**config.mk**
```make
export PLATFORM = sky130hd
export DESIGN_NAME = cawd_top
export DESIGN_NICKNAME = d
export VERILOG_FILES = /design/src/cawd_pkg.sv /design/src/cawd_regbus_if.sv /design/src/cawd_timebase.sv /design/src/cawd_apb.sv /design/src/cawd_top.sv
export VERILOG_INCLUDE_DIRS = /design/src /design/src/src
export SDC_FILE = /design/constraint.sdc
export NUM_CORES = 1
export LEC_CHECK = 0
export ABC_AREA = 1
export ABC_CLOCK_PERIOD_IN_PS = 4300
export BUFFER_PORTS_ARGS = -buffer_cell sky130_fd_sc_hd__buf_2
export CAP_MARGIN = 10
export CORE_ASPECT_RATIO = 1.75
export CORE_MARGIN = 2
export CORE_UTILIZATION = 55
export CTS_CLUSTER_SIZE = 20
export DETAILED_ROUTE_END_ITERATION = 6
export GPL_TIMING_DRIVEN = 0
export PLACE_DENSITY = 0.87
export SETUP_SLACK_MARGIN = 0.02
export SKIP_CTS_REPAIR_TIMING = 1
export SYNTH_ARGS = -nofsm -noshare
export SYNTH_HDL_FRONTEND = slang
export SYNTH_SLANG_ARGS = --single-unit
```
**constraint.sdc**
```tcl
create_clock -name clk_sys_i -period 4.3 [get_ports clk_sys_i]
set_clock_uncertainty 0.1 [all_clocks]
set_input_delay 0.645 -clock clk_sys_i [delete_from_list [all_inputs] [get_ports clk_sys_i]]
set_output_delay 0.645 -clock clk_sys_i [all_outputs]
set_load 0.01 [all_outputs]
```
**src/cawd_params.svh**
```systemverilog
// Constants for the counter-array watchdog: offsets, fields, reset values and counts.
// Functional notes
// - Reset the system on low-byte overflow while the compare byte matches the high byte.
// - While the watchdog is enabled, writing one to its module flag forces a reset.
// - While the watchdog is enabled, timebase and idle suspension writes are ignored.
// - The watchdog is enabled when the enable bit or the lock bit is set.
// - Once locked, the watchdog cannot be disabled until the next reset.
// - With the lock clear, writing zero to the enable bit disables the watchdog.
// - Reset enables the watchdog, selects clock over 12, clears low byte and offset.
// - Default watchdog timeout is 256 counter clocks, 3072 system clocks.
// - Overflow flag sets on 0xFFFF to 0x0000 wrap and only software clears it.
// - A set overflow flag with its enable raises the array interrupt.
// - Run bit 6 stops the counter at zero and lets it count at one.
// - Control bit 5 reads zero and ignores writes.
// - Module flags set on a match, raise the interrupt if enabled, software clears.
// - Any update write loads high byte plus offset, ignoring the written value.
// - While enabled, the counter runs regardless of run bit and counter writes are blocked.
// - Timebase: over 12, over 4, timer overflow, input falls, clock, external over 8.
// - While the enable bit is one, writes to other mode bits are ignored.
`ifndef CAWD_PARAMS_SVH
`define CAWD_PARAMS_SVH
`define CAWD_OFF_CTRL 8'hD8
`define CAWD_OFF_MODE 8'hDC
`define CAWD_OFF_CNT_LO 8'hE0
`define CAWD_OFF_CNT_HI 8'hE4
`define CAWD_OFF_WD_OFS 8'hE8
`define CAWD_OFF_WD_UPD 8'hEC
`define CAWD_OFF_IRQ_ST 8'hF0
`define CAWD_OFF_IRQ_MSK 8'hF4
`define CAWD_OFF_MOD_IE 8'hF8
`define CAWD_CTRL_OVF 7
`define CAWD_CTRL_RUN 6
`define CAWD_CTRL_WDF 4
`define CAWD_MODE_IDLE 7
`define CAWD_MODE_WATCHDOG_ENABLE_BIT 6
`define CAWD_MODE_LOCK 5
`define CAWD_MODE_CPS_LSB 1
`define CAWD_MODE_ECF 0
`define CAWD_MODE_RST 8'h40
`define CAWD_BYTE_RST 8'h00
`define CAWD_CNT_RST 16'h0000
`define CAWD_CNT_MAX 16'hFFFF
`define CAWD_LO_MAX 8'hFF
`define CAWD_TB_DIV12 3'h0
`define CAWD_TB_DIV4 3'h1
`define CAWD_TB_T0 3'h2
`define CAWD_TB_ECI 3'h3
`define CAWD_TB_SYS 3'h4
`define CAWD_TB_EXT8 3'h5
`define CAWD_DIV12_TOP 4'hB
`define CAWD_DIV4_TOP 4'h3
`define CAWD_EXT8_TOP 3'h7
`define CAWD_NUM_MOD 5
`define CAWD_WD_MOD 4
`define CAWD_NUM_EV 6
`define CAWD_WD_TICKS 256
`define CAWD_WD_SYSCLKS 3072
`endif

```
**src/cawd_pkg.sv**
```systemverilog
// Types shared by the counter-array watchdog modules.
package cawd_pkg;
  typedef logic [7:0] cawd_byte_t;
  typedef logic [7:0] cawd_addr_t;
  typedef logic [31:0] cawd_word_t;
  typedef logic [2:0] cawd_tbsel_t;
endpackage

```
**src/cawd_regbus_if.sv**
```systemverilog
// Internal register bus between the APB slave and the watchdog core.
`timescale 1ns/1ps
`default_nettype none
interface cawd_regbus_if;
  logic wr;
  cawd_pkg::cawd_addr_t addr;
  cawd_pkg::cawd_byte_t wdata;
  cawd_pkg::cawd_byte_t rdata;
  logic hit;
  modport slave (output wr, output addr, output wdata, input rdata, input hit);
  modport core (input wr, input addr, input wdata, output rdata, output hit);
endinterface
`default_nettype wire

```
**src/cawd_timebase.sv**
```systemverilog
// Counter timebase selection: prescalers, timer overflow and synchronised pins.
`timescale 1ns/1ps
`default_nettype none
`include "cawd_params.svh"
module cawd_timebase (
  input wire logic clk_sys_i,
  input wire logic rst_n_i,
  input wire cawd_pkg::cawd_tbsel_t sel_i,
  input wire logic timer0_ovf_i,
  input wire logic eci_i,
  input wire logic ext_clk_i,
  output logic tick_o
);
  import cawd_pkg::*;
  logic [2:0] eci_sync_q;
  logic [2:0] ext_sync_q;
  logic [3:0] pre_q;
  logic [2:0] ext_cnt_q;

  // Stage 0 of each synchroniser is read only by stage 1; edges use stages 1 and 2.
  wire eci_fall = eci_sync_q[2] & ~eci_sync_q[1];
  wire ext_rise = ext_sync_q[1] & ~ext_sync_q[2];
  wire [3:0] pre_top = (sel_i == `CAWD_TB_DIV4) ? `CAWD_DIV4_TOP : `CAWD_DIV12_TOP;
  wire pre_wrap = (pre_q >= pre_top);
  wire ext_wrap = ext_rise & (ext_cnt_q == `CAWD_EXT8_TOP);

  assign tick_o = (sel_i == `CAWD_TB_DIV12 || sel_i == `CAWD_TB_DIV4) ? pre_wrap :
                  (sel_i == `CAWD_TB_T0) ? timer0_ovf_i :
                  (sel_i == `CAWD_TB_ECI) ? eci_fall :
                  (sel_i == `CAWD_TB_SYS) ? 1'b1 :
                  (sel_i == `CAWD_TB_EXT8) ? ext_wrap : 1'b0;

  always_ff @(posedge clk_sys_i) begin
    if (!rst_n_i) begin
      eci_sync_q <= 3'h7;
      ext_sync_q <= 3'h0;
      pre_q <= 4'h0;
      ext_cnt_q <= 3'h0;
    end else begin
      eci_sync_q <= {eci_sync_q[1:0], eci_i};
      ext_sync_q <= {ext_sync_q[1:0], ext_clk_i};
      pre_q <= pre_wrap ? 4'h0 : pre_q + 4'h1;
      ext_cnt_q <= ext_rise ? ext_cnt_q + 3'h1 : ext_cnt_q;
    end
  end
endmodule
`default_nettype wire

```
**src/cawd_apb.sv**
```systemverilog
// APB slave with no wait states that feeds the internal register bus.
`timescale 1ns/1ps
`default_nettype none
module cawd_apb (
  input wire logic clk_sys_i,
  input wire logic rst_n_i,
  input wire logic psel_i,
  input wire logic penable_i,
  input wire logic pwrite_i,
  input wire cawd_pkg::cawd_addr_t paddr_i,
  input wire cawd_pkg::cawd_word_t pwdata_i,
  output cawd_pkg::cawd_word_t prdata_o,
  output logic pready_o,
  output logic pslverr_o,
  cawd_regbus_if.slave bus
);
  import cawd_pkg::*;
  cawd_word_t prdata_q;
  logic pready_q;
  logic pslverr_q;

  // Read data and the error answer are captured in the setup cycle.
  wire setup = psel_i & ~penable_i;
  assign bus.addr = paddr_i;
  assign bus.wdata = pwdata_i[7:0];
  assign bus.wr = psel_i & penable_i & pwrite_i & pready_q & bus.hit;
  assign prdata_o = prdata_q;
  assign pready_o = pready_q;
  assign pslverr_o = pslverr_q;

  always_ff @(posedge clk_sys_i) begin
    if (!rst_n_i) begin
      prdata_q <= 32'h00000000;
      pready_q <= 1'b0;
      pslverr_q <= 1'b0;
    end else begin
      pready_q <= setup;
      pslverr_q <= setup & ~bus.hit;
      prdata_q <= (setup & ~pwrite_i & bus.hit) ? {24'h000000, bus.rdata} : 32'h00000000;
    end
  end
endmodule
`default_nettype wire

```
**src/cawd_top.sv**
```systemverilog
// Counter array with its last compare module working as a watchdog, APB registers and interrupts.
//
// Our own choice: register access over APB.
`timescale 1ns/1ps
`default_nettype none
`include "cawd_params.svh"
module cawd_top (
  input wire logic clk_sys_i,
  input wire logic rst_n_i,
  input wire logic psel_i,
  input wire logic penable_i,
  input wire logic pwrite_i,
  input wire cawd_pkg::cawd_addr_t paddr_i,
  input wire cawd_pkg::cawd_word_t pwdata_i,
  output cawd_pkg::cawd_word_t prdata_o,
  output logic pready_o,
  output logic pslverr_o,
  input wire logic timer0_ovf_i,
  input wire logic eci_i,
  input wire logic ext_clk_i,
  input wire logic idle_i,
  input wire logic [4:0] module_match_i,
  output logic wdt_rst_o,
  output logic array_irq_o,
  output logic irq_o
);
  import cawd_pkg::*;

  ////////////////////////////////////////////////////////////////////////////////
  // Register bus.
  cawd_regbus_if bus ();

  cawd_apb u_apb (
    .clk_sys_i (clk_sys_i),
    .rst_n_i (rst_n_i),
    .psel_i (psel_i),
    .penable_i (penable_i),
    .pwrite_i (pwrite_i),
    .paddr_i (paddr_i),
    .pwdata_i (pwdata_i),
    .prdata_o (prdata_o),
    .pready_o (pready_o),
    .pslverr_o (pslverr_o),
    .bus (bus)
  );

  ////////////////////////////////////////////////////////////////////////////////
  // State.
  logic [15:0] cnt_q;
  logic [15:0] cnt_d;
  logic cf_q;
  logic run_q;
  logic [4:0] ccf_q;
  logic [4:0] ccf_d;
  logic idle_suspend_bit_q;
  logic watchdog_enable_bit_q;
  logic lock_q;
  logic [2:0] cps_q;
  logic ecf_q;
  cawd_byte_t ofs_q;
  cawd_byte_t upd_q;
  logic [4:0] mod_ie_q;
  logic [5:0] st_q;
  logic [5:0] st_d;
  logic [5:0] msk_q;
  logic wdt_rst_q;
  logic array_irq_q;
  logic irq_q;
  logic tb_tick;

  ////////////////////////////////////////////////////////////////////////////////
  // Address decode.
  wire wr_ctrl = bus.wr && bus.addr == `CAWD_OFF_CTRL;
  wire wr_mode = bus.wr && bus.addr == `CAWD_OFF_MODE;
  wire wr_lo = bus.wr && bus.addr == `CAWD_OFF_CNT_LO;
  wire wr_hi = bus.wr && bus.addr == `CAWD_OFF_CNT_HI;
  wire wr_ofs = bus.wr && bus.addr == `CAWD_OFF_WD_OFS;
  wire wr_upd = bus.wr && bus.addr == `CAWD_OFF_WD_UPD;
  wire wr_st = bus.wr && bus.addr == `CAWD_OFF_IRQ_ST;
  wire wr_msk = bus.wr && bus.addr == `CAWD_OFF_IRQ_MSK;
  wire wr_ie = bus.wr && bus.addr == `CAWD_OFF_MOD_IE;

  assign bus.hit = bus.addr == `CAWD_OFF_CTRL || bus.addr == `CAWD_OFF_MODE ||
                   bus.addr == `CAWD_OFF_CNT_LO || bus.addr == `CAWD_OFF_CNT_HI ||
                   bus.addr == `CAWD_OFF_WD_OFS || bus.addr == `CAWD_OFF_WD_UPD ||
                   bus.addr == `CAWD_OFF_IRQ_ST || bus.addr == `CAWD_OFF_IRQ_MSK ||
                   bus.addr == `CAWD_OFF_MOD_IE;

  // Control bit 5 and mode bit 4 always read as zero.
  wire [7:0] ctrl_rd = {cf_q, run_q, 1'b0, ccf_q};
  wire [7:0] mode_rd = {idle_suspend_bit_q, watchdog_enable_bit_q, lock_q, 1'b0, cps_q, ecf_q};
  assign bus.rdata = (bus.addr == `CAWD_OFF_CTRL) ? ctrl_rd :
                     (bus.addr == `CAWD_OFF_MODE) ? mode_rd :
                     (bus.addr == `CAWD_OFF_CNT_LO) ? cnt_q[7:0] :
                     (bus.addr == `CAWD_OFF_CNT_HI) ? cnt_q[15:8] :
                     (bus.addr == `CAWD_OFF_WD_OFS) ? ofs_q :
                     (bus.addr == `CAWD_OFF_WD_UPD) ? upd_q :
                     (bus.addr == `CAWD_OFF_IRQ_ST) ? {2'h0, st_q} :
                     (bus.addr == `CAWD_OFF_IRQ_MSK) ? {2'h0, msk_q} :
                     (bus.addr == `CAWD_OFF_MOD_IE) ? {3'h0, mod_ie_q} : 8'h00;

  ////////////////////////////////////////////////////////////////////////////////
  // Timebase and counter.
  cawd_timebase u_tb (
    .clk_sys_i (clk_sys_i),
    .rst_n_i (rst_n_i),
    .sel_i (cps_q),
    .timer0_ovf_i (timer0_ovf_i),
    .eci_i (eci_i),
    .ext_clk_i (ext_clk_i),
    .tick_o (tb_tick)
  );

  wire wd_en = watchdog_enable_bit_q | lock_q;
  wire suspend = idle_suspend_bit_q & idle_i;
  wire cnt_tick = tb_tick & (run_q | wd_en) & ~suspend;
  wire lo_ovf = cnt_tick & (cnt_q[7:0] == `CAWD_LO_MAX);
  wire full_ovf = cnt_tick & (cnt_q == `CAWD_CNT_MAX);
  wire [7:0] upd_calc = cnt_q[15:8] + ofs_q;

  // Counter writes are dropped while the watchdog guards the count.
  assign cnt_d = cnt_tick ? cnt_q + 16'h0001 :
                 (wr_lo & ~wd_en) ? {cnt_q[15:8], bus.wdata} :
                 (wr_hi & ~wd_en) ? {bus.wdata, cnt_q[7:0]} : cnt_q;

  ////////////////////////////////////////////////////////////////////////////////
  // Watchdog.
  wire wd_match = wd_en & lo_ovf & (upd_q == cnt_q[15:8]);
  wire wd_force = wd_en & wr_ctrl & bus.wdata[`CAWD_CTRL_WDF];

  // Module 4 is the watchdog while enabled, so its external match is masked.
  wire [4:0] hw_match = module_match_i & ~{wd_en, 4'h0};
  wire [5:0] events = {hw_match, full_ovf};

  genvar gi;
  generate
    for (gi = 0; gi < `CAWD_NUM_MOD; gi = gi + 1) begin : g_ccf
      // A hardware match beats a software clear in the same cycle.
      assign ccf_d[gi] = hw_match[gi] | (wr_ctrl ? bus.wdata[gi] : ccf_q[gi]);
    end
    for (gi = 0; gi < `CAWD_NUM_EV; gi = gi + 1) begin : g_st
      assign st_d[gi] = events[gi] | (st_q[gi] & ~(wr_st & bus.wdata[gi]));
    end
  endgenerate

  // Mode register write filtering.
  wire mode_open = wr_mode & ~watchdog_enable_bit_q;
  wire frz_open = mode_open & ~lock_q;
  wire lock_d = lock_q | (mode_open & bus.wdata[`CAWD_MODE_LOCK]);
  wire watchdog_enable_bit_d = ~wr_mode ? watchdog_enable_bit_q :
                lock_q ? (watchdog_enable_bit_q | bus.wdata[`CAWD_MODE_WATCHDOG_ENABLE_BIT]) :
                bus.wdata[`CAWD_MODE_WATCHDOG_ENABLE_BIT];

  always_ff @(posedge clk_sys_i) begin
    if (!rst_n_i) begin
      cnt_q <= `CAWD_CNT_RST;
      cf_q <= 1'b0;
      run_q <= 1'b0;
      ccf_q <= 5'h00;
      st_q <= 6'h00;
      msk_q <= 6'h00;
      mod_ie_q <= 5'h00;
    end else begin
      cnt_q <= cnt_d;
      cf_q <= full_ovf | (wr_ctrl ? bus.wdata[`CAWD_CTRL_OVF] : cf_q);
      run_q <= wr_ctrl ? bus.wdata[`CAWD_CTRL_RUN] : run_q;
      ccf_q <= ccf_d;
      st_q <= st_d;
      msk_q <= wr_msk ? bus.wdata[5:0] : msk_q;
      mod_ie_q <= wr_ie ? bus.wdata[4:0] : mod_ie_q;
    end
  end

  // Mode reset value held as a typed constant so that the unused bit 4 can be sliced out.
  localparam logic [7:0] mode_rst_c = `CAWD_MODE_RST;

  always_ff @(posedge clk_sys_i) begin
    if (!rst_n_i) begin
      {idle_suspend_bit_q, watchdog_enable_bit_q, lock_q, cps_q, ecf_q} <= {mode_rst_c[7:5], mode_rst_c[3:0]};
    end else begin
      watchdog_enable_bit_q <= watchdog_enable_bit_d;
      lock_q <= lock_d;
      idle_suspend_bit_q <= frz_open ? bus.wdata[`CAWD_MODE_IDLE] : idle_suspend_bit_q;
      cps_q <= frz_open ? bus.wdata[`CAWD_MODE_CPS_LSB +: 3] : cps_q;
      ecf_q <= mode_open ? bus.wdata[`CAWD_MODE_ECF] : ecf_q;
    end
  end

  always_ff @(posedge clk_sys_i) begin
    if (!rst_n_i) begin
      ofs_q <= `CAWD_BYTE_RST;
      upd_q <= `CAWD_BYTE_RST;
      wdt_rst_q <= 1'b0;
      array_irq_q <= 1'b0;
      irq_q <= 1'b0;
    end else begin
      ofs_q <= wr_ofs ? bus.wdata : ofs_q;
      upd_q <= wr_upd ? upd_calc : upd_q;
      wdt_rst_q <= wd_match | wd_force;
      array_irq_q <= (cf_q & ecf_q) | (|(ccf_q & mod_ie_q));
      irq_q <= |(st_q & msk_q);
    end
  end

  assign wdt_rst_o = wdt_rst_q;
  assign array_irq_o = array_irq_q;
  assign irq_o = irq_q;

  // Cycles since reset with no register write; tracks the default timeout.
  logic [12:0] cyc_q;
  logic quiet_q;
  always_ff @(posedge clk_sys_i) begin
    if (!rst_n_i) begin
      cyc_q <= 13'h0000;
      quiet_q <= 1'b1;
    end else begin
      cyc_q <= (cyc_q == 13'h1FFF) ? cyc_q : cyc_q + 13'h0001;
      quiet_q <= quiet_q & ~bus.wr & ~wdt_rst_q;
    end
  end
endmodule
`default_nettype wire

```
* Word level (Yosys, flattened, before mapping)
Cells that the tools add are included.
** Storage, ports and cells
- Register bits :: 113
- Output and inout port bits :: 37
- Logic and storage cells :: 180
** Operators by class
- $add $sub $neg :: 4
- Magnitude comparators :: 1
- Equal/unequal tests :: 19
- Multiplexer cells :: 25
- Bitwise operators :: 77
- Reduce and logical (&&, ||, !) cells :: 27
** Operators by type and width (number)
- $eq A8 B8 Y1 const B :: 10
- $mux W16 :: 3
- $mux W8 :: 6
- $and A1 B1 Y1 :: 38
- $or A1 B1 Y1 :: 18
- $not A1 Y1 :: 17
- $add A16 B1 Y16 const B :: 1
- $eq A16 B16 Y1 const B :: 1
- $mux W1 :: 12
- $mux W6 :: 2
- $and A5 B5 Y5 :: 2
- $eq A3 B3 Y1 const B :: 3
- $logic_and A1 B1 Y1 :: 9
- $logic_or A1 B1 Y1 :: 9
- $add A8 B8 Y8 :: 1
- $eq A8 B8 Y1 :: 1
- $and A6 B6 Y6 :: 1
- $eq A3 B2 Y1 const B :: 2
- $reduce_or A6 Y1 :: 1
- $mux W5 :: 1
- $not A5 Y5 :: 1
- $reduce_or A5 Y1 :: 1
- $add A4 B1 Y4 const B :: 1
- $ge A4 B4 Y1 :: 1
- other kinds (9) :: 11

* Logic depth before layout (Yosys ltp)
Gate-level depths: netlist of the first run.
- Depth after elaboration :: 15
- Mapped depth :: 16

* Hierarchy
Synthesis of the first run repeated with hierarchy kept, for this count alone.
** Unflattened totals
- Cell total of the unflattened synthesis :: 821
- Area, all modules :: 5590.4 µm²
** By module, submodules not included
- cawd_top :: times used 1, cells an instance 679, area an instance 4453.0 µm², sequential area each 1321.3 µm²
- cawd_apb :: times used 1, cells an instance 75, area an instance 603.1 µm², sequential area each 200.2 µm²
- cawd_timebase :: times used 1, cells an instance 67, area an instance 534.3 µm², sequential area each 260.2 µm²

* Worst setup path before layout of the first run
OpenSTA, ideal clock, no wires.
- Path type :: input port to flip-flop
- Start point :: input paddr_i[1]
- End point :: register cnt_q[10]
- Arrival time :: 1.847 ns
- Path slack :: 2.242 ns
- Stages on the path :: 12
- Path buffers :: 0
- Cells stage by stage :: nor2_4 nand2_1 nor2_1 nor2_2 nand3_4 nand2_4 inv_4 nand3_4 nand2_4 nand2_1 nor2_1 nor2_1
** On the way
- Word-level cells in the longest chain between the ends :: 14
- Elaborated cells on any way between the ends :: 25
- Those cells by class :: eq/ne: 10; bitwise: 3; reduce/logical: 12
** RTL lines
- from (decl) :: line cawd_top.sv:13 : input wire cawd_pkg::cawd_addr_t paddr_i,
- $eq A8 B8 Y1 (no source line)
- $logic_or A1 B1 Y1 (no source line) (8 in a row)
- $and A1 B1 Y1 :: line cawd_apb.sv:26 : assign bus.wr = psel_i & penable_i & pwrite_i & pready_q & bus.hit;
- $logic_and A1 B1 Y1 (no source line)
- $and A1 B1 Y1, on equally long branches :: line cawd_top.sv:123, cawd_top.sv:124
- $ne A2 B2 Y1 (no source line) / $reduce_bool A2 Y1 (equally long branches)
- $reduce_and A2 Y1 (no source line) *
- to (signal assigned) :: line cawd_top.sv:156 : cnt_q <= `CAWD_CNT_RST;
- to (signal assigned) :: line cawd_top.sv:164 : cnt_q <= cnt_d;
- to (decl) :: line cawd_top.sv:49 : logic [15:0] cnt_q;
Mark *: on every way between the ends. The rest lies on a longest branch, timed or not.
A chain may end at the register's enable or synchronous reset.

* Final worst setup path of the first run
- Start point :: register cps_q[2]
- End point :: register st_q[0]
** On the way
- Word-level cells in the longest chain between the ends :: 10
- Elaborated cells on any way between the ends :: 18
- Those cells by class :: order compare: 1; eq/ne: 5; mux: 6; bitwise: 4; reduce/logical: 2
** RTL lines
- from (decl) :: line cawd_top.sv:58 : logic [2:0] cps_q;
- from (signal assigned) :: line cawd_top.sv:179 : {idle_suspend_bit_q, watchdog_enable_bit_q, lock_q, cps_q, ecf_q} <= {mode_rst_c[7:5], mode_rst_c[3:0]};
- from (signal assigned) :: line cawd_top.sv:184 : cps_q <= frz_open ? bus.wdata[`CAWD_MODE_CPS_LSB +: 3] : cps_q;
- parallel branches: the longest is 5 deep, another holds $ge A4 B4 Y1
- $mux W1 * :: line cawd_timebase.sv:27 : assign tick_o = (sel_i == `CAWD_TB_DIV12 || sel_i == `CAWD_TB_DIV4) ? pre_wrap :
- $and A1 B1 Y1 * (2 in a row) :: line cawd_top.sv:116 : wire cnt_tick = tb_tick & (run_q | wd_en) & ~suspend;
- $and A1 B1 Y1 * :: line cawd_top.sv:118 : wire full_ovf = cnt_tick & (cnt_q == `CAWD_CNT_MAX);
- $or A1 B1 Y1 * :: line cawd_top.sv:142 : assign st_d[gi] = events[gi] | (st_q[gi] & ~(wr_st & bus.wdata[gi]));
- to (signal assigned) :: line cawd_top.sv:168 : st_q <= st_d;
- to (decl) :: line cawd_top.sv:63 : logic [5:0] st_q;
Every way passes the cells marked *.

==> impl_metrics.yaml, run 1 <==
finish:
  final_common_cell: "nand2_1"
  final_util_pct: 64.71
  drive_gt1_share_pct: 13.73
  fin_nets: 907
  area_delta_synth_final_pct: 14.53
  layout_common_cells: "164 x nand2_1, 100 x inv_1, 95 x nor2_1"
  diodes: 0
drt:
  routed_wl_um: 15750
  drtIter0Drc: 586
  vias_per_cell: 5.475
  drtAntennaViolNets: 0
  firstDrtPassIters: 6
  drc: 0
  wl_per_cell_um: 16.32
  num_vias: 5283
worst_setup_path:
  r2r_slack_ns: 1.40
  start_kind: "register"
  worstPathRequired_ns: 4.48
  crit_path_max_fanout: 10
  cp_slowest_stage_delay_ns: 0.42
  cp_cell_sequence: "inv_1 -> nand2_1 -> nor2_1 -> ha_1 -> nand2_1 -> nand2_1 -> nor2_1 -> nor2_1 -> nand2_1 -> inv_1 -> buf_2 -> nand4_1 -> a21oi_1"
  end_kind: "register"
  critical_path_class: "reg -> reg"
  slowest_stage: "nor2_1"
  path_buf_inv: 3
  cpLargestDelayFamily: "simple AND/OR/NAND/NOR gates"
  crit_top_cell: "nand2_1"
  crit_arrival_ns: 3.07
synthesis:
  yosys.area_share.simple_pct: 31.99
  synth_xor_area_share_pct: 3.088
  avgSynthCellArea_um2: 6.682
  synth_edf_count: 0
  async_reset_ff_share_pct: 0
  synth_ff_type: "dfxtp_1"
  synthMuxAreaShare_pct: 0
  yosysUniqueCellTypes: 40
  synth-seq-cells: 89
  syn-cell-area_um2: 5105
  synthCells: 764
  seq_area_frac_synth_pct: 34.90
  synth_top_family_by_area: "simple AND/OR/NAND/NOR gates"
  yosys_warnings: 0
  synth_compound_area_share_pct: 13.82
  synthAdderAreaFrac_pct: 3.333
clock_tree:
  clk_pin_slew_ns: 0.07
  clock_path_buffers: 2
  tritoncts: "built"
  cts.htree.levels: 3
  clock-sinks: 89
  clockRootBuffer: "clkbuf_16"
  clock_latency_ns: 0.36
  cts_made_buffers: 9
power_and_ir_drop:
  pwr_density_cell_nw_per_um2: 298.7
  ir_drop_mv: 0.2945
  p_leak_nw: 2.760
global_route:
  antenna_found_initial: 0
  grt_use_total_pct: 31.71
  grt_start_max_net_pins: 19
  grt_pass1_wl_um: 24580
  grt-ovfl-total: 0
  grt_pass1_vias: 4839
sta:
  rsz0062_at_grt: "no"
  max_slew_margin_pct: 52.04
  finalWorstSetupSlack_ns: 1.403
  maxSlewViolCount: 0
  tightest_slew_ns: 0.7194
  finalCriticalPeriod_ns: 2.897
  setup_violations: 0
  hold_violations: 0
  max_freq_ghz: 0.3451
  post-route-period-util_pct: 67.38
  fin_tns_setup_ns: 0
job:
  cap_viol_max_count: 0
die:
  start_util_pct: 56.49
  die_y_um: 131.4
  die_area_um2: 10100
  die_w_um: 76.83
  row_count: 46
  core_area_um2: 9036
  io_pins: 91
placed_design:
  place_congestion: 1.021
  place_ws_ns: 1.715
  place_hpwl_um: 11920
  port_buffers: 42
outcome:
  status: "finished, final reports clean"
min_path:
  hp-class: "reg -> reg"
==> where the power goes <==
part | switching [mW] | internal (mW) | total, mW
sequential | 0.00802 | 0.836 | 0.844
combinational | 0.0752 | 0.0417 | 0.117
clock | 0.377 | 0.408 | 0.785
total | 0.460 | 1.29 | 1.75
==> metal layers <==
metal / global-route usage [%] / part of all wire, %
met1: 34.63 / 35
met2: 54.73 / 50
met3: 4.602 / 7.3
met4: 23.23 / 7.4
met5: 0 / 0
==> stage by stage <==
step / hold slack [ns] / instance area (µm²) / std cells / total power [mW]
5_1_grt: 0.3360 / 5847 / 965 / 1.795
3_5_place_dp: 0.3012 / 5552 / 949 / 0.9756
3_3_place_gp: 0.2964 / 5552 / 949 / 0.9738
4_1_cts: 0.3179 / 5847 / 965 / 1.742
6_report: 0.3129 / 5847 / 965 / 1.746
2_1_floorplan: 0.2905 / 5191 / 787 / 0.9312
==> cells by family (layout without fill, tap and decap cells) <==
group,Yosys count,in the layout
buffers and inverters,145,203
adders and majority gates,13,13
other,1,24
xor gates and xnor gates,18,18
and+or+nand+nor,367,367
DFF,89,89
AOI/OAI and AO/OA,131,131
==> final cells by class <==
| type | instances | area (µm²) |
|---|---|---|
| flip-flops and latches | 89 | 1782 |
| clock buffers | 9 | 225.2 |
| plain buffers | 40 | 256.5 |
| well taps | 120 | 150.1 |
| inverters | 105 | 396.6 |
| multi-input cells | 553 | 2756 |
| clock inverters | 7 | 70.07 |
| fillers | 814 | 3189 |
| repair buffers | 42 | 210.2 |
==> worst reg2reg max path, stage by stage, from the launching register on <==
cell and delay [ns]:
dfxtp_1 0.36, inv_1 0.08, nand2_1 0.09, nor2_1 0.06
ha_1 0.28, nand2_1 0.06, nand2_1 0.08, nor2_1 0.05
nor2_1 0.42, nand2_1 0.29, inv_1 0.12, buf_2 0.23
nand4_1 0.34, a21oi_1 0.26
==> synthesized netlist by cell type, drive strengths merged, types with 2 or more instances <==
cell	instances	share of area [%]
o21bai	2	0.29
or2	4	0.49
ha	12	2.9
o21ai	60	5.9
o211ai	3	0.44
dfxtp	89	35
a21oi	51	5.0
nor2	106	9.0
clkbuf	10	0.74
xor2	18	3.1
buf	30	4.3
nand4	8	1.1
nand2	169	13
nor4	2	0.25
nor3	10	0.98
nand3	67	7.2
a221oi	4	0.69
a31oi	6	0.74
inv	104	7.7
o2111ai	2	0.34
==> flip-flops by register name, indices dropped and copies added, names as in the netlist, 3 cells and up <==
name / cells
st_q: 6
cps_q: 3
ofs_q: 8
upd_q: 8
u_tb.ext_sync_q: 3
ccf_q: 5
msk_q: 6
u_tb.ext_cnt_q: 3
mod_ie_q: 5
u_tb.pre_q: 4
cnt_q: 16
u_apb.prdata_o: 8
u_tb.eci_sync_q: 3
==> worst paths after layout <==
path | start | endpoint | depth (start not counted)
max | cps_q[2] | st_q[0] | 13
min | u_tb.eci_sync_q[0] | u_tb.eci_sync_q[1] | 1
max reg2reg | cps_q[2] | st_q[0] | 13
min reg2reg | u_tb.eci_sync_q[0] | u_tb.eci_sync_q[1] | 1
(Power assumes the default switching activity.)
==> run 2, diff against run 1 <==
--- a/config.mk
+++ b/config.mk
@@ -7,7 +7,7 @@
 export NUM_CORES = 1
 export LEC_CHECK = 0
 export ABC_AREA = 1
-export ABC_CLOCK_PERIOD_IN_PS = 4300
+export ABC_CLOCK_PERIOD_IN_PS = 3000
 export BUFFER_PORTS_ARGS = -buffer_cell sky130_fd_sc_hd__buf_2
 export CAP_MARGIN = 10
 export CORE_ASPECT_RATIO = 1.75
==> constraint.sdc (replaced) <==
create_clock -name clk_sys_i -period 3 [get_ports clk_sys_i]
set_clock_uncertainty 0.1 [all_clocks]
set_input_delay 0.45 -clock clk_sys_i [delete_from_list [all_inputs] [get_ports clk_sys_i]]
set_output_delay 0.45 -clock clk_sys_i [all_outputs]
set_load 0.01 [all_outputs]
==> run 2 against run 1 <==
  * Non-clock buffer count unchanged
  * Critical endpoint is now cf_q
  * Register-to-register slack worse by 1.1 ns
  * Largest power group unchanged
  * Critical path depth up 2
  * Largest cell class unchanged
==> impl_metrics.yaml, run 2 (same netlist as run 1, synthesis figures left out) <==
die:
  die_area_um2: 10100
  core_area_um2: 9036
  die_w_um: 76.83
  row_count: 46
  start_util_pct: 56.49
  die_y_um: 131.4
  io_pins: 91
global_route:
  grt_use_total_pct: 31.71
  antenna_found_initial: 0
  grt-ovfl-total: 0
  grt_pass1_wl_um: 24580
  grt_pass1_vias: 4839
  grt_start_max_net_pins: 19
sta:
  maxSlewViolCount: 0
  tightest_slew_ns: 0.7462
  post-route-period-util_pct: 90.42
  max_freq_ghz: 0.3686
  rsz0062_at_grt: "no"
  hold_violations: 0
  hold_slack_ns: 0.1808
  max_slew_margin_pct: 50.25
  finalCriticalPeriod_ns: 2.713
  fin_tns_setup_ns: 0
  setup_violations: 0
worst_setup_path:
  crit_arrival_ns: 2.92
  worstPathRequired_ns: 3.21
  r2r_slack_ns: 0.29
  critPathLaunch: "cps_q[2]"
  crit_path_max_fanout: 10
  start_kind: "register"
  crit_top_cell: "nand2_1"
  critical_path_class: "reg -> reg"
  cp-endpoint: "cf_q"
  slowest_stage: "dfxtp_1"
  path_buf_inv: 4
  cp_cell_sequence: "inv_1 -> nand2_1 -> nor2_1 -> ha_1 -> nand2_1 -> nand2_1 -> nor2_1 -> nor2_2 -> nand2_1 -> inv_1 -> buf_2 -> nand4_1 -> nand3_1 -> nand2_1 -> inv_1"
  r2r_start: "cps_q[2]"
  end_kind: "register"
  path_depth: 15
  cp_slowest_stage_delay_ns: 0.37
  r2r_end: "cf_q"
  rr_worst_depth: 15
  cpLargestDelayFamily: "simple AND/OR/NAND/NOR gates"
placed_design:
  place_hpwl_um: 11920
  placed_cell_area_um2: 5552
  place_congestion: 1.021
  port_buffers: 42
clock_tree:
  tritoncts: "built"
  clock-sinks: 89
  cts_made_buffers: 9
  clockRootBuffer: "clkbuf_16"
  cts.htree.levels: 3
  clock_path_buffers: 2
  clk_pin_slew_ns: 0.07
  clock_latency_ns: 0.36
finish:
  multi_input_area_um2: 2759
  drive_gt1_share_pct: 13.85
  fin_nets: 907
  design_area_um2: 5849
  layout_common_cells: "164 x nand2_1, 100 x inv_1, 94 x nor2_1"
  largest-register: "cnt_q"
  fillers: 814
  final_common_cell: "nand2_1"
  diodes: 0
  seq_area_um2: 1782
  largest_reg_flops: 16
  area_delta_synth_final_pct: 14.58
min_path:
  hp-class: "in -> reg"
  hold_start: "ext_clk_i"
power_and_ir_drop:
  ir_drop_mv: 0.4212
  p_leak_nw: 2.759
  pwr_density_cell_nw_per_um2: 427.1
drt:
  routed_wl_um: 15750
  wl_per_cell_um: 16.32
  drtIter0Drc: 590
  drc: 0
  vias_per_cell: 5.504
  num_vias: 5311
  drtAntennaViolNets: 0
  firstDrtPassIters: 6
job:
  cap_viol_max_count: 0
outcome:
  status: "finished, final reports clean"
## run 2: power breakdown
group / total [mW] / switching (mW) / leakage [nW] / internal, mW
logic: 0.168 / 0.108 / 1.90 / 0.0598
registers: 1.21 / 0.0113 / 0.722 / 1.20
clock network: 1.12 / 0.536 / 0.142 / 0.585
## run 2: worst min path at each step
stage | end | slack, ns | cells past startpoint
2_1_floorplan | u_tb.ext_sync_q[1] | 0.29 | 2
3_3_place_gp | u_tb.eci_sync_q[1] | 0.30 | 1
3_5_place_dp | u_tb.eci_sync_q[1] | 0.30 | 1
4_1_cts | u_apb.pready_o | 0.18 | 2
5_1_grt | u_apb.pready_o | 0.19 | 2
6_report | u_tb.ext_sync_q[0] | 0.18 | 3
## run 2: final cells by class
| type | instances | area share [%] |
|---|---|---|
| multi-input combinational | 553 | 47.17 |
| sequential | 89 | 30.46 |
| inverter | 105 | 6.781 |
| buffer | 40 | 4.385 |
| clock buffer | 9 | 3.850 |
| timing repair buffer | 42 | 3.594 |
| tap | 120 | 2.567 |
| clock inverter | 7 | 1.198 |
## run 2: through the flow
step	cells	power (mW)	setup slack [ns]	utilization [%]
2_1_floorplan	787	1.335	1.100	-
3_3_place_gp	949	1.396	0.4518	61.44
3_5_place_dp	949	1.398	0.4147	61.44
4_1_cts	965	2.497	0.3670	64.71
5_1_grt	965	2.572	0.06790	64.73
6_report	965	2.498	0.2873	64.73
## run 2: metal layers
layer  vias up  track usage [%]  part of all wire [%]
met5         -                0                     0
met4         0            23.23                   7.5
met3        81            4.602                   7.2
met2       296            54.73                    50
met1      2369            34.63                    35
li1       2565                -                     -
## run 2: worst register-to-register path, delay by kind of cell (launching register included)
kind | cells | cell delay [ns]
and+or+nand+nor | 10 | 1.41
buffers and inverters | 4 | 0.50
DFF | 1 | 0.37
adders and majority gates | 1 | 0.28
==> run 3, diff against run 2 <==
--- a/config.mk
+++ b/config.mk
@@ -7,16 +7,16 @@
 export NUM_CORES = 1
 export LEC_CHECK = 0
 export ABC_AREA = 1
-export ABC_CLOCK_PERIOD_IN_PS = 3000
+export ABC_CLOCK_PERIOD_IN_PS = 2300
 export BUFFER_PORTS_ARGS = -buffer_cell sky130_fd_sc_hd__buf_2
 export CAP_MARGIN = 10
 export CORE_ASPECT_RATIO = 1.75
 export CORE_MARGIN = 2
-export CORE_UTILIZATION = 55
+export CORE_UTILIZATION = 51
 export CTS_CLUSTER_SIZE = 20
 export DETAILED_ROUTE_END_ITERATION = 6
 export GPL_TIMING_DRIVEN = 0
-export PLACE_DENSITY = 0.87
+export PLACE_DENSITY = 0.85
 export SETUP_SLACK_MARGIN = 0.02
 export SKIP_CTS_REPAIR_TIMING = 1
 export SYNTH_ARGS = -nofsm -noshare
==> constraint.sdc (replaced) <==
create_clock -name clk_sys_i -period 2.3 [get_ports clk_sys_i]
set_clock_uncertainty 0.1 [all_clocks]
set_input_delay 0.345 -clock clk_sys_i [delete_from_list [all_inputs] [get_ports clk_sys_i]]
set_output_delay 0.345 -clock clk_sys_i [all_outputs]
set_load 0.01 [all_outputs]
==> run 3 against run 2 <==
  * The run now ends with DRC left
  * Clock power increased by 33%
  * Cell count increased by 1.1%
  * Sequential cell count unchanged
  * Core utilization decreased by 3.5 points
  * Combinational power increased by 30%
  * Sequential share of layout area decreased by 0.69 points
  * Critical path type unchanged
  * Critical endpoint unchanged
==> impl_metrics.yaml, run 3 (same netlist as run 1, synthesis figures left out) <==
finish:
  diodes: 0
  seq_area_um2: 1785
  multi_input_area_um2: 2825
  drive_gt1_share_pct: 16.33
  largest-register: "cnt_q"
  fin_nets: 913
  final_util_pct: 61.26
  design_area_um2: 5997
  fillers: 897
  layout_common_cells: "160 x nand2_1, 97 x inv_1, 91 x nor2_1"
  final_common_cell: "nand2_1"
  area_delta_synth_final_pct: 17.48
  largest_reg_flops: 16
drt:
  num_vias: 5395
  wl_per_cell_um: 16.55
  drc: 8
  vias_per_cell: 5.528
  firstDrtPassIters: 7
  drtIter0Drc: 634
  drtAntennaViolNets: 0
  routed_wl_um: 16150
sta:
  maxSlewViolCount: 0
  rsz0062_at_grt: "no"
  hold_violations: 0
  max_freq_ghz: 0.4512
  post-route-period-util_pct: 96.35
  tightest_slew_ns: 0.7120
  max_slew_margin_pct: 52.36
  finalWorstSetupSlack_ns: 0.08392
  setup_violations: 0
  hold_slack_ns: 0.07386
  finalCriticalPeriod_ns: 2.216
power_and_ir_drop:
  comb_power_share_pct: 6.7
  power.internal_mw: 2.408
  power_frac_seq_pct: 48.0
  ir_drop_mv: 0.4515
  pwr_density_cell_nw_per_um2: 548.1
  p_leak_nw: 2.797
  clkPwrFrac_pct: 45.3
  power_switching_uw: 879.2
  swShare_pct: 26.75
worst_setup_path:
  rr_worst_depth: 13
  cp_slowest_stage_delay_ns: 0.35
  slowest_stage: "dfxtp_1"
  worstPathRequired_ns: 2.51
  cpLargestDelayFamily: "simple AND/OR/NAND/NOR gates"
  path_depth: 13
  critical_path_class: "reg -> reg"
  end_kind: "register"
  path_buf_inv: 4
  cp_cell_sequence: "ha_1 -> ha_1 -> nand2_1 -> nand2_1 -> inv_1 -> o21ai_4 -> nand2_4 -> inv_2 -> buf_6 -> nand4_1 -> nand3_1 -> nand2_1 -> inv_1"
  crit_top_cell: "nand2_1"
  crit_path_max_fanout: 6
  crit_arrival_ns: 2.42
  start_kind: "register"
die:
  core_area_um2: 9789
  die_w_um: 79.63
  die_area_um2: 10860
  start_util_pct: 52.15
  row_count: 48
  die_y_um: 136.4
  io_pins: 91
global_route:
  grt-ovfl-total: 0
  antenna_found_initial: 0
  grt_pass1_wl_um: 24660
  grt_start_max_net_pins: 19
  grt_use_total_pct: 30.40
  grt_pass1_vias: 4765
job:
  cap_viol_max_count: 0
outcome:
  status: "finished, violations left"
  violations: "DRC"
placed_design:
  place_ws_ns: -0.3961
  placed_cell_area_um2: 5558
  place_hpwl_um: 12200
  place_congestion: 1.014
  port_buffers: 42
clock_tree:
  clk_pin_slew_ns: 0.07
  tritoncts: "built"
  clock_path_buffers: 2
  cts_made_buffers: 9
  clock-sinks: 89
  clock_latency_ns: 0.36
  clockRootBuffer: "clkbuf_16"
  cts.htree.levels: 3
min_path:
  hold_depth: 2
  hp-class: "in -> reg"
[run 3: power groups by stage]
| stage | combinational (mW) | clock (mW) | sequential, mW |
|---|---|---|---|
| 2_1_floorplan | 0.132 | 0 | 1.61 |
| 3_3_place_gp | 0.210 | 0 | 1.61 |
| 3_5_place_dp | 0.212 | 0 | 1.61 |
| 4_1_cts | 0.212 | 1.48 | 1.58 |
| 5_1_grt | 0.241 | 1.54 | 1.58 |
| 6_report | 0.219 | 1.49 | 1.58 |
[run 3: path summary, 6_finish.rpt]
| kind | from | end | slack [ns] |
|---|---|---|---|
| setup reg to reg | u_tb.ext_cnt_q[0] | cf_q | 0.08 |
| hold reg to reg | u_tb.ext_sync_q[0] | u_tb.ext_sync_q[1] | 0.31 |
| setup / recovery | u_tb.ext_cnt_q[0] | cf_q | 0.08 |
| hold / removal | eci_i | u_tb.eci_sync_q[0] | 0.07 |
[run 3: layer usage]
metal	GRT usage, %	up-vias	share of wire, %
li1	-	2576	-
met1	32.53	2439	35
met2	52.10	290	49
met3	4.648	90	6.3
met4	23.95	0	9.2
met5	0	-	0
[run 3: cell type report]
class	count	share of cell area [%]
multi-input cells	553	47.11
clock buffers	9	3.755
inverters	105	6.656
repair buffers	48	4.465
plain buffers	40	4.402
flip-flops and latches	89	29.77
clock inverters	7	1.231
well taps	125	2.608
[run 3: per-stage QoR]
| step | cells | power [mW] | setup TNS, ns |
|---|---|---|---|
| global route | 976 | 3.361 | 0 |
| CTS | 970 | 3.272 | -4.251 |
| floorplan | 787 | 1.741 | 0 |
| global placement | 954 | 1.822 | -3.363 |
| detailed placement | 954 | 1.824 | -3.645 |
| finish | 976 | 3.287 | 0 |
